File: config.mk
export PLATFORM = sky130hd
export DESIGN_NAME = mld_core
export DESIGN_NICKNAME = d
export VERILOG_FILES = /design/src/include/mld_pkg.sv /design/src/rtl/mld_phase_seq.sv /design/src/rtl/mld_bank_addr.sv /design/src/rtl/mld_core.sv
export SDC_FILE = /design/constraint.sdc
export NUM_CORES = 1
export LEC_CHECK = 0
export CORE_MARGIN = 3
export CORE_UTILIZATION = 60
export CTS_BUF_LIST = sky130_fd_sc_hd__clkbuf_8
export CTS_CLUSTER_DIAMETER = 100
export DETAILED_ROUTE_END_ITERATION = 7
export DONT_BUFFER_PORTS = 1
export PLACE_DENSITY_LB_ADDON = 0.15
export SLEW_MARGIN = 15
export SYNTH_ARGS = -nofsm -noshare
export SYNTH_HDL_FRONTEND = slang
export SYNTH_SLANG_ARGS = --single-unit
File: constraint.sdc
create_clock -name clk_i -period 2.5 [get_ports clk_i]
set_input_delay 0.625 -clock clk_i [delete_from_list [all_inputs] [get_ports clk_i]]
set_output_delay 0.625 -clock clk_i [all_outputs]
set_load 0.01 [all_outputs]
File: src/include/mld_pkg.sv
/*
 * Shared constants for the move/load instruction decoder: register map,
 * opcode patterns, field positions, reset values and the phase type.
 * Assumes a single 200 MHz clock domain and 16-bit program words.
 */
package mld_pkg;

  // ==========================================================================
  // clock
  localparam int unsigned CLK_PERIOD_PS = 5000;

  // ==========================================================================
  // instruction cycle phases
  typedef enum logic [1:0] {
    PH_DECODE,
    PH_READ,
    PH_PROCESS,
    PH_WRITE
  } mld_phase_e;

  // decoded operation kinds
  typedef enum logic [2:0] {
    OP_NONE,
    OP_POINTER_LOAD,
    OP_REGISTER_MOVE,
    OP_MEM_TO_MEM,
    OP_BANK_LOAD,
    OP_LITERAL_LOAD,
    OP_WORK_STORE,
    OP_SECOND_WORD
  } mld_op_e;

  // ==========================================================================
  // opcode patterns and field positions
  localparam logic [5:0] OPC_REGISTER_MOVE = 6'h14;   // 0101 00da
  localparam logic [6:0] OPC_WORK_STORE = 7'h37;      // 0110 111a
  localparam logic [7:0] OPC_BANK_LOAD = 8'h01;       // 0000 0001
  localparam logic [7:0] OPC_LITERAL_LOAD = 8'h0e;    // 0000 1110
  localparam logic [9:0] OPC_POINTER_LOAD = 10'h3b8;  // 1110 1110 00
  localparam logic [3:0] OPC_MEM_SRC = 4'hc;          // 1100
  localparam logic [3:0] OPC_SECOND_TAG = 4'hf;       // 1111
  localparam logic [7:0] OPC_PTR_LOW_TAG = 8'hf0;     // 1111 0000
  localparam int unsigned BIT_DEST = 9;
  localparam int unsigned BIT_ACCESS = 8;
  localparam int unsigned PTR_COUNT = 3;

  // ==========================================================================
  // register map (byte addresses)
  localparam logic [4:0] REG_CTRL = 5'h00;
  localparam logic [4:0] REG_STATUS = 5'h04;
  localparam logic [4:0] REG_WORK = 5'h08;
  localparam logic [4:0] REG_BANK = 5'h0c;
  localparam logic [4:0] REG_PC = 5'h10;
  localparam logic [4:0] REG_PTR0 = 5'h14;
  localparam logic [4:0] REG_PTR1 = 5'h18;
  localparam logic [4:0] REG_PTR2 = 5'h1c;
  localparam int unsigned CTRL_RUN_BIT = 0;
  localparam int unsigned STAT_NEG_BIT = 0;
  localparam int unsigned STAT_ZERO_BIT = 1;
  localparam int unsigned STAT_BUSY_BIT = 2;
  localparam int unsigned STAT_PHASE_LSB = 4;

  // ==========================================================================
  // reset values
  localparam logic [7:0] RST_WORK = 8'h00;
  localparam logic [7:0] RST_BANK = 8'h00;
  localparam logic [11:0] RST_PTR = 12'h000;

endpackage : mld_pkg

File: src/rtl/mld_phase_seq.sv
/*
 * Four-phase instruction cycle sequencer.
 * Assumes run_i comes from a register in the same clock domain.
 */
`timescale 1ns/1ps
module mld_phase_seq (
  // clock and reset
  input wire logic clk_i,
  input wire logic rst_n_i,
  // control
  input wire logic run_i,
  // phase
  output mld_pkg::mld_phase_e phase_o
);
  import mld_pkg::*;

  mld_phase_e phase_q;

  // ==========================================================================
  // sequencing: a started cycle always completes, so run only gates decode
  always_ff @(posedge clk_i) begin
    if (!rst_n_i) begin
      phase_q <= PH_DECODE;
    end else begin
      unique case (phase_q)
        PH_DECODE: if (run_i) phase_q <= PH_READ;
        PH_READ: phase_q <= PH_PROCESS;
        PH_PROCESS: phase_q <= PH_WRITE;
        PH_WRITE: phase_q <= PH_DECODE;
      endcase
    end
  end

  assign phase_o = phase_q;

endmodule : mld_phase_seq

File: src/rtl/mld_bank_addr.sv
/*
 * Forms a 12-bit data address from an 8-bit file field, the access bit
 * and the bank-select register. Purely combinational.
 */
`timescale 1ns/1ps
module mld_bank_addr #(
  parameter logic [7:0] ACCESS_SPLIT = 8'h80
) (
  // operand
  input wire logic [7:0] file_i,
  input wire logic access_i,
  input wire logic [7:0] bank_i,
  // address
  output logic [11:0] addr_o
);

  // ==========================================================================
  // access bank: low half in bank 0, upper half in the top bank
  always_comb begin
    if (!access_i) begin
      addr_o = (file_i < ACCESS_SPLIT) ? {4'h0, file_i} : {4'hf, file_i};
    end else begin
      addr_o = {bank_i[3:0], file_i};
    end
  end

endmodule : mld_bank_addr

File: src/rtl/mld_core.sv
/*
 * Move/load instruction decoder and executor with an Avalon-MM register
 * slave. Assumes program words are valid on pm_data_i while the decode
 * phase is shown and data memory answers reads combinationally.
 */
// Notes on behaviour
// - pointer load writes high part, then low byte
// - register move copies file, sets negative, zero
// - destination bit clear to work, set to file
// - access bit zero selects access bank
// - access bit one uses bank select register
// - file field reaches any byte of bank
// - memory move uses two 12-bit addresses
// - memory move may source or target work
// - memory move reads first, writes final phase
// - bank load writes literal, flags unchanged
// - literal load writes work, flags unchanged
// - store copies work to file, one cycle
`timescale 1ns/1ps
module mld_core #(
  parameter int PC_W = 16,
  parameter logic [11:0] WORK_ADDR = 12'hfe8,
  parameter logic [7:0] ACCESS_SPLIT = 8'h80
) (
  // clock and reset
  input wire logic clk_i,
  input wire logic rst_n_i,
  // avalon-mm slave
  input wire logic [4:0] avs_address_i,
  input wire logic avs_read_i,
  input wire logic avs_write_i,
  input wire logic [31:0] avs_writedata_i,
  output logic [31:0] avs_readdata_o,
  output logic avs_waitrequest_o,
  // program memory
  output logic [PC_W-1:0] pm_addr_o,
  input wire logic [15:0] pm_data_i,
  // data memory
  output logic [11:0] dm_addr_o,
  output logic dm_rd_o,
  input wire logic [7:0] dm_rdata_i,
  output logic dm_wr_o,
  output logic [7:0] dm_wdata_o
);
  import mld_pkg::*;

  // ==========================================================================
  // state
  mld_phase_e phase;
  logic run_q;
  logic [15:0] ir_q;
  logic [15:0] first_q;
  logic pend_q;
  logic [PC_W-1:0] pc_q;
  logic [7:0] w_q;
  logic [7:0] bsr_q;
  logic n_q;
  logic z_q;
  logic [11:0] ptr_q [PTR_COUNT];
  logic [7:0] rd_q;
  logic [7:0] res_q;
  logic ack_q;
  logic [31:0] rdata_q;
  mld_op_e op;
  logic [11:0] bank_addr;
  logic [11:0] rd_addr;
  logic [11:0] wr_addr;
  logic rd_en;
  logic wr_en;
  logic wr_to_work;
  logic [7:0] rd_mux;
  logic idle;
  logic host_wr;

  mld_phase_seq u_seq (
    .clk_i(clk_i),
    .rst_n_i(rst_n_i),
    .run_i(run_q),
    .phase_o(phase)
  );

  mld_bank_addr #(
    .ACCESS_SPLIT(ACCESS_SPLIT)
  ) u_bank (
    .file_i(ir_q[7:0]),
    .access_i(ir_q[BIT_ACCESS]),
    .bank_i(bsr_q),
    .addr_o(bank_addr)
  );

  // ==========================================================================
  // decode
  always_comb begin
    op = OP_NONE;
    if (pend_q && ir_q[15:12] == OPC_SECOND_TAG) begin
      op = OP_SECOND_WORD;
    end else if (ir_q[15:10] == OPC_REGISTER_MOVE) begin
      op = OP_REGISTER_MOVE;
    end else if (ir_q[15:9] == OPC_WORK_STORE) begin
      op = OP_WORK_STORE;
    end else if (ir_q[15:8] == OPC_BANK_LOAD) begin
      op = OP_BANK_LOAD;
    end else if (ir_q[15:8] == OPC_LITERAL_LOAD) begin
      op = OP_LITERAL_LOAD;
    end else if (ir_q[15:6] == OPC_POINTER_LOAD) begin
      op = OP_POINTER_LOAD;
    end else if (ir_q[15:12] == OPC_MEM_SRC) begin
      op = OP_MEM_TO_MEM;
    end
  end

  // ==========================================================================
  // data memory access; the work register is mapped into data space
  always_comb begin
    rd_addr = (op == OP_MEM_TO_MEM) ? ir_q[11:0] : bank_addr;
    wr_addr = bank_addr;
    rd_en = (op == OP_REGISTER_MOVE) || (op == OP_MEM_TO_MEM);
    wr_en = 1'b0;
    if (op == OP_WORK_STORE) begin
      wr_en = 1'b1;
    end else if (op == OP_REGISTER_MOVE && ir_q[BIT_DEST]) begin
      wr_en = 1'b1;
    end else if (op == OP_SECOND_WORD && first_q[15:12] == OPC_MEM_SRC) begin
      wr_en = 1'b1;
      wr_addr = ir_q[11:0];
    end
  end

  assign wr_to_work = (wr_addr == WORK_ADDR);
  assign rd_mux = (rd_addr == WORK_ADDR) ? w_q : dm_rdata_i;
  // the dummy read of the second word is suppressed by rd_en
  assign dm_rd_o = (phase == PH_READ) && rd_en && (rd_addr != WORK_ADDR);
  assign dm_wr_o = (phase == PH_WRITE) && wr_en && !wr_to_work;
  assign dm_addr_o = (phase == PH_WRITE) ? wr_addr : rd_addr;
  assign dm_wdata_o = res_q;
  assign pm_addr_o = pc_q;

  // ==========================================================================
  // instruction register and fetch
  always_ff @(posedge clk_i) begin
    if (!rst_n_i) begin
      ir_q <= 16'h0000;
    end else if (phase == PH_DECODE && run_q) begin
      ir_q <= pm_data_i;
    end
  end

  always_ff @(posedge clk_i) begin
    if (!rst_n_i) begin
      pend_q <= 1'b0;
      first_q <= 16'h0000;
    end else if (phase == PH_WRITE) begin
      pend_q <= (op == OP_POINTER_LOAD) || (op == OP_MEM_TO_MEM);
      first_q <= ir_q;
    end
  end

  always_ff @(posedge clk_i) begin
    if (!rst_n_i) begin
      pc_q <= '0;
    end else if (phase == PH_WRITE) begin
      pc_q <= pc_q + 1'b1;
    end else if (host_wr && avs_address_i == REG_PC) begin
      pc_q <= avs_writedata_i[PC_W-1:0];
    end
  end

  // ==========================================================================
  // read and process phases
  always_ff @(posedge clk_i) begin
    if (!rst_n_i) begin
      rd_q <= 8'h00;
    end else if (phase == PH_READ) begin
      rd_q <= rd_en ? rd_mux : ir_q[7:0];
    end
  end

  always_ff @(posedge clk_i) begin
    if (!rst_n_i) begin
      res_q <= 8'h00;
    end else if (phase == PH_PROCESS && op != OP_SECOND_WORD) begin
      // a memory move holds its source here until the next cycle
      res_q <= (op == OP_WORK_STORE) ? w_q : rd_q;
    end
  end

  // ==========================================================================
  // write phase: working register, bank select, flags, pointers
  always_ff @(posedge clk_i) begin
    if (!rst_n_i) begin
      w_q <= RST_WORK;
    end else if (phase == PH_WRITE) begin
      if (op == OP_LITERAL_LOAD) begin
        w_q <= res_q;
      end else if (op == OP_REGISTER_MOVE && !ir_q[BIT_DEST]) begin
        w_q <= res_q;
      end else if (wr_en && wr_to_work && op == OP_SECOND_WORD) begin
        w_q <= res_q;
      end
    end else if (host_wr && avs_address_i == REG_WORK) begin
      w_q <= avs_writedata_i[7:0];
    end
  end

  always_ff @(posedge clk_i) begin
    if (!rst_n_i) begin
      bsr_q <= RST_BANK;
    end else if (phase == PH_WRITE && op == OP_BANK_LOAD) begin
      bsr_q <= res_q;
    end else if (host_wr && avs_address_i == REG_BANK) begin
      bsr_q <= avs_writedata_i[7:0];
    end
  end

  always_ff @(posedge clk_i) begin
    if (!rst_n_i) begin
      n_q <= 1'b0;
      z_q <= 1'b0;
    end else if (phase == PH_WRITE && op == OP_REGISTER_MOVE) begin
      n_q <= res_q[7];
      z_q <= (res_q == 8'h00);
    end
  end

  // selector 3 names no pointer and is dropped
  always_ff @(posedge clk_i) begin
    if (!rst_n_i) begin
      for (int i = 0; i < PTR_COUNT; i++) begin
        ptr_q[i] <= RST_PTR;
      end
    end else if (phase == PH_WRITE) begin
      for (int i = 0; i < PTR_COUNT; i++) begin
        if (op == OP_POINTER_LOAD && ir_q[5:4] == 2'(i)) begin
          ptr_q[i] <= {ir_q[3:0], 8'h00};
        end else if (op == OP_SECOND_WORD && first_q[15:6] == OPC_POINTER_LOAD &&
                     first_q[5:4] == 2'(i) && ir_q[15:8] == OPC_PTR_LOW_TAG) begin
          ptr_q[i] <= {ptr_q[i][11:8], ir_q[7:0]};
        end
      end
    end
  end

  // ==========================================================================
  // avalon-mm slave: one wait state on every access
  assign idle = !run_q && phase == PH_DECODE;
  assign avs_waitrequest_o = (avs_read_i || avs_write_i) && !ack_q;
  assign avs_readdata_o = rdata_q;
  // core state other than the run bit only changes from the bus while stopped between cycles
  assign host_wr = avs_write_i && ack_q && idle;

  always_ff @(posedge clk_i) begin
    if (!rst_n_i) begin
      ack_q <= 1'b0;
    end else begin
      ack_q <= (avs_read_i || avs_write_i) && !ack_q;
    end
  end

  always_ff @(posedge clk_i) begin
    if (!rst_n_i) begin
      run_q <= 1'b0;
    end else if (avs_write_i && ack_q && avs_address_i == REG_CTRL) begin
      run_q <= avs_writedata_i[CTRL_RUN_BIT];
    end
  end

  always_ff @(posedge clk_i) begin
    if (!rst_n_i) begin
      rdata_q <= 32'h0000_0000;
    end else if (avs_read_i && !ack_q) begin
      rdata_q <= 32'h0000_0000;
      unique case (avs_address_i)
        REG_CTRL: rdata_q[CTRL_RUN_BIT] <= run_q;
        REG_STATUS: begin
          rdata_q[STAT_NEG_BIT] <= n_q;
          rdata_q[STAT_ZERO_BIT] <= z_q;
          rdata_q[STAT_BUSY_BIT] <= !idle;
          rdata_q[STAT_PHASE_LSB +: 2] <= phase;
        end
        REG_WORK: rdata_q[7:0] <= w_q;
        REG_BANK: rdata_q[7:0] <= bsr_q;
        REG_PC: rdata_q[PC_W-1:0] <= pc_q;
        REG_PTR0: rdata_q[11:0] <= ptr_q[0];
        REG_PTR1: rdata_q[11:0] <= ptr_q[1];
        REG_PTR2: rdata_q[11:0] <= ptr_q[2];
        default: rdata_q <= 32'h0000_0000;
      endcase
    end
  end
endmodule : mld_core

==> flow_summary.toml <==
[status]
status = "finished with violations"
violations = "setup timing"

[synth]
yosysSeqAreaShare_pct = 42.6
syn_area_um2 = 7190
async_reset_ff_share_pct = 0
synth_edf_count = 36
synth_ff_type = "dfxtp_1"
synth_cells = 793
ys_seq_elements = 135
synthDistinctLibCells = 71
synth_warnings = 0
syn_area_per_cell_um2 = 9.07

[route]
wire_per_inst_um = 21.6
vias_per_cell = 6.48
antenna_left = 0
vias = 6209
drt-total-wl_mm = 20.7
drc = 0
drt-pass1-iter-count = 5
drt_iter0_markers = 661

[grt]
grt_pass1_vias = 5946
antenna_found_initial = 0
grt_max_degree = 50
grt_pass1_wl_mm = 31.5
grt_use_total_pct = 31.2
grt-ovfl-total = 0

[sta]
hold_viol = 0
setup_violations = 2
period_needed_ns = 2.62
finClkSkew_ns = 0.0129
worstMarginPinSlew_ns = 0.805
setup_ws_ns = -0.120
timing.hold.ws_ns = 0.295
finalCritPeriodShare_pct = 105
slew_headroom_pct = 46.3
fmaxAchievable_mhz = 382
slew_viol_final = 0
rsz0062_at_grt = "true"

[setup_path]
required_ns = 1.88
path_class = "reg2out"
max_stage_delay_ns = 0.38
path_cells = "buf_6 -> nand3_1 -> nor4_2 -> buf_4 -> o21ai_0 -> o21ai_0 -> a211oi_2 -> buf_4"
crit_path_start_kind = "register"
path_max_fanout = 8
arrival_ns = 1.99
cp-end-kind = "output pin"
crit_slowest_cell = "dfxtp_4"

[clock_network]
clock_latency_ns = 0.45
cts_root_buf = "clkbuf_8"
cts_buffer_depth = 2
cts_tree = "yes"
cts_hold_buffers = 0
numCtsBuffers = 17
clkTransAtPathRegs_ns = 0.08
htreeDepth = 4
numClockSinks = 135

[hold_path]
hold_path.class = "in2reg"

[pwr]
ir_worst_vdd_uv = 510
power.total_w = 0.00452
power.density_nw_per_um2 = 568
leakagePower_nw = 2.68

[floorplanning]
core_area_um2 = 11600
ios = 136
fp-row-count = 39
floorplan.initialDensity_pct = 62.2
dieArea_um2 = 13300
die_w_um = 115
die-height_um = 115

[finish]
drive_above_1_share_pct = 18.4
syn_to_final_growth_pct = 10.6
final_common_cell = "dfxtp_1"
fillerInstances = 920
nets = 872
mostFrequentLayoutCells = "dfxtp_1, nand2_1, nor2_1"

[placed_design]
dp_hpwl_mm = 14.9
port_buffers = 0
gp_congestion = 0.953

[run]
drv_cap = 0
[kinds of logic (layout without fill, tap and decap cells)]
logic type | count (synthesis) | in the layout | synth area share [%]
simple gates | 332 | 332 | 24.1
compound gates | 176 | 176 | 17.0
flops | 135 | 135 | 42.6
buf+inv | 85 | 91 | 6.16
mux | 47 | 47 | 7.69
xor+xnor | 11 | 11 | 1.34
fa+ha+maj | 6 | 6 | 1.04
other cells | 1 | 17 | 0.0521
[critical path: cells and delay by family, from the launching register on]
family / cells / cell delay, ns
AO/OA/AOI/OAI: 3 / 0.60
buffers and inverters: 3 / 0.44
flip-flops: 1 / 0.38
AND/OR/NAND/NOR: 2 / 0.13
[report_power, final]
part	switching (W)	internal [W]	total, W
Sequential	0.0000842	0.00229	0.00238
Clock	0.000894	0.000902	0.00180
Combinational	0.000213	0.000132	0.000345
Total	0.00119	0.00333	0.00452
[Yosys cell counts, drive strengths merged, types with 19 or more instances]
| library cell | count | area [um^2] |
|---|---|---|
| nand2 | 86 | 323 |
| o21ai | 22 | 114 |
| a21oi | 37 | 185 |
| edfxtp | 36 | 1080 |
| a211oi | 44 | 330 |
| clkbuf | 37 | 140 |
| and2 | 38 | 238 |
| buf | 40 | 273 |
| nor3 | 21 | 105 |
| nor2 | 77 | 289 |
| dfxtp | 99 | 1980 |
| mux2i | 26 | 260 |
| nand3 | 19 | 95.1 |
[metrics by stage]
stage / instance area (um^2) / cells / setup WS [ns] / TNS [ns] / utilization (%)
final: 7960 / 958 / -0.120 / -0.198 / 68.8
after detailed placement: 7340 / 916 / 0.0540 / 0 / 63.5
after floorplan: 7250 / 808 / 0.0505 / 0 / -
after CTS: 7910 / 955 / -0.0847 / -0.208 / 68.4
after global routing: 7950 / 957 / -0.222 / -0.837 / 68.8
after global placement: 7340 / 916 / 0.0737 / 0 / 63.5
[worst paths after layout]
| path | startpoint | endpoint | slack, ns | cells after the start |
|---|---|---|---|---|
| max | ir_q[12]$_SDFFE_PN0P_ | dm_wr_o | -0.12 | 8 |
| min | pm_data_i[10] | ir_q[10]$_SDFFE_PN0P_ | 0.29 | 2 |
| max reg2reg | ir_q[12]$_SDFFE_PN0P_ | ptr_q[2][7]$_DFFE_PP_ | 0.08 | 5 |
| min reg2reg | rd_q[0]$_SDFFE_PN0N_ | rd_q[0]$_SDFFE_PN0N_ | 0.46 | 2 |
[routing by layer]
metal | part of all wire (%) | global-route usage (%) | up-vias
li1 | - | - | 2884
met1 | 42 | 40.0 | 3028
met2 | 48 | 49.7 | 266
met3 | 8.4 | 9.87 | 31
met4 | 2.3 | 11.5 | 0
met5 | 0 | 0 | -
[what timing repair did]
item                                    in CTS  in global routing
setup buffers                                7                  2
resized for setup                           37                  6
pin swaps                                    8                  2
endpoints found under the setup margin       6                 22
[registers in the layout, summed over array words and instances, names as in the netlist]
register        cells
dm_wdata_o          8
ptr_q              36
run_q               1
ack_q               1
pend_q              1
rd_q                8
u_seq.phase_o       2
z_q                 1
ir_q               16
first_q            12
w_q                 8
n_q                 1
avs_readdata_o     16
pm_addr_o          16
bsr_q               8
[area by class of cell]
type / instances / area, um^2 / area share, %
repair buffers: 51 / 403 / 5.06
flip-flops and latches: 135 / 3090 / 38.8
well taps: 143 / 179 / 2.25
diodes: 1 / 2.50 / 0.0315
clock inverters: 14 / 136 / 1.71
inverters: 8 / 30.0 / 0.377
multi-input cells: 588 / 3870 / 48.6
clock buffers: 18 / 248 / 3.11
No activity file was read; power rests on OpenSTA's default activity.
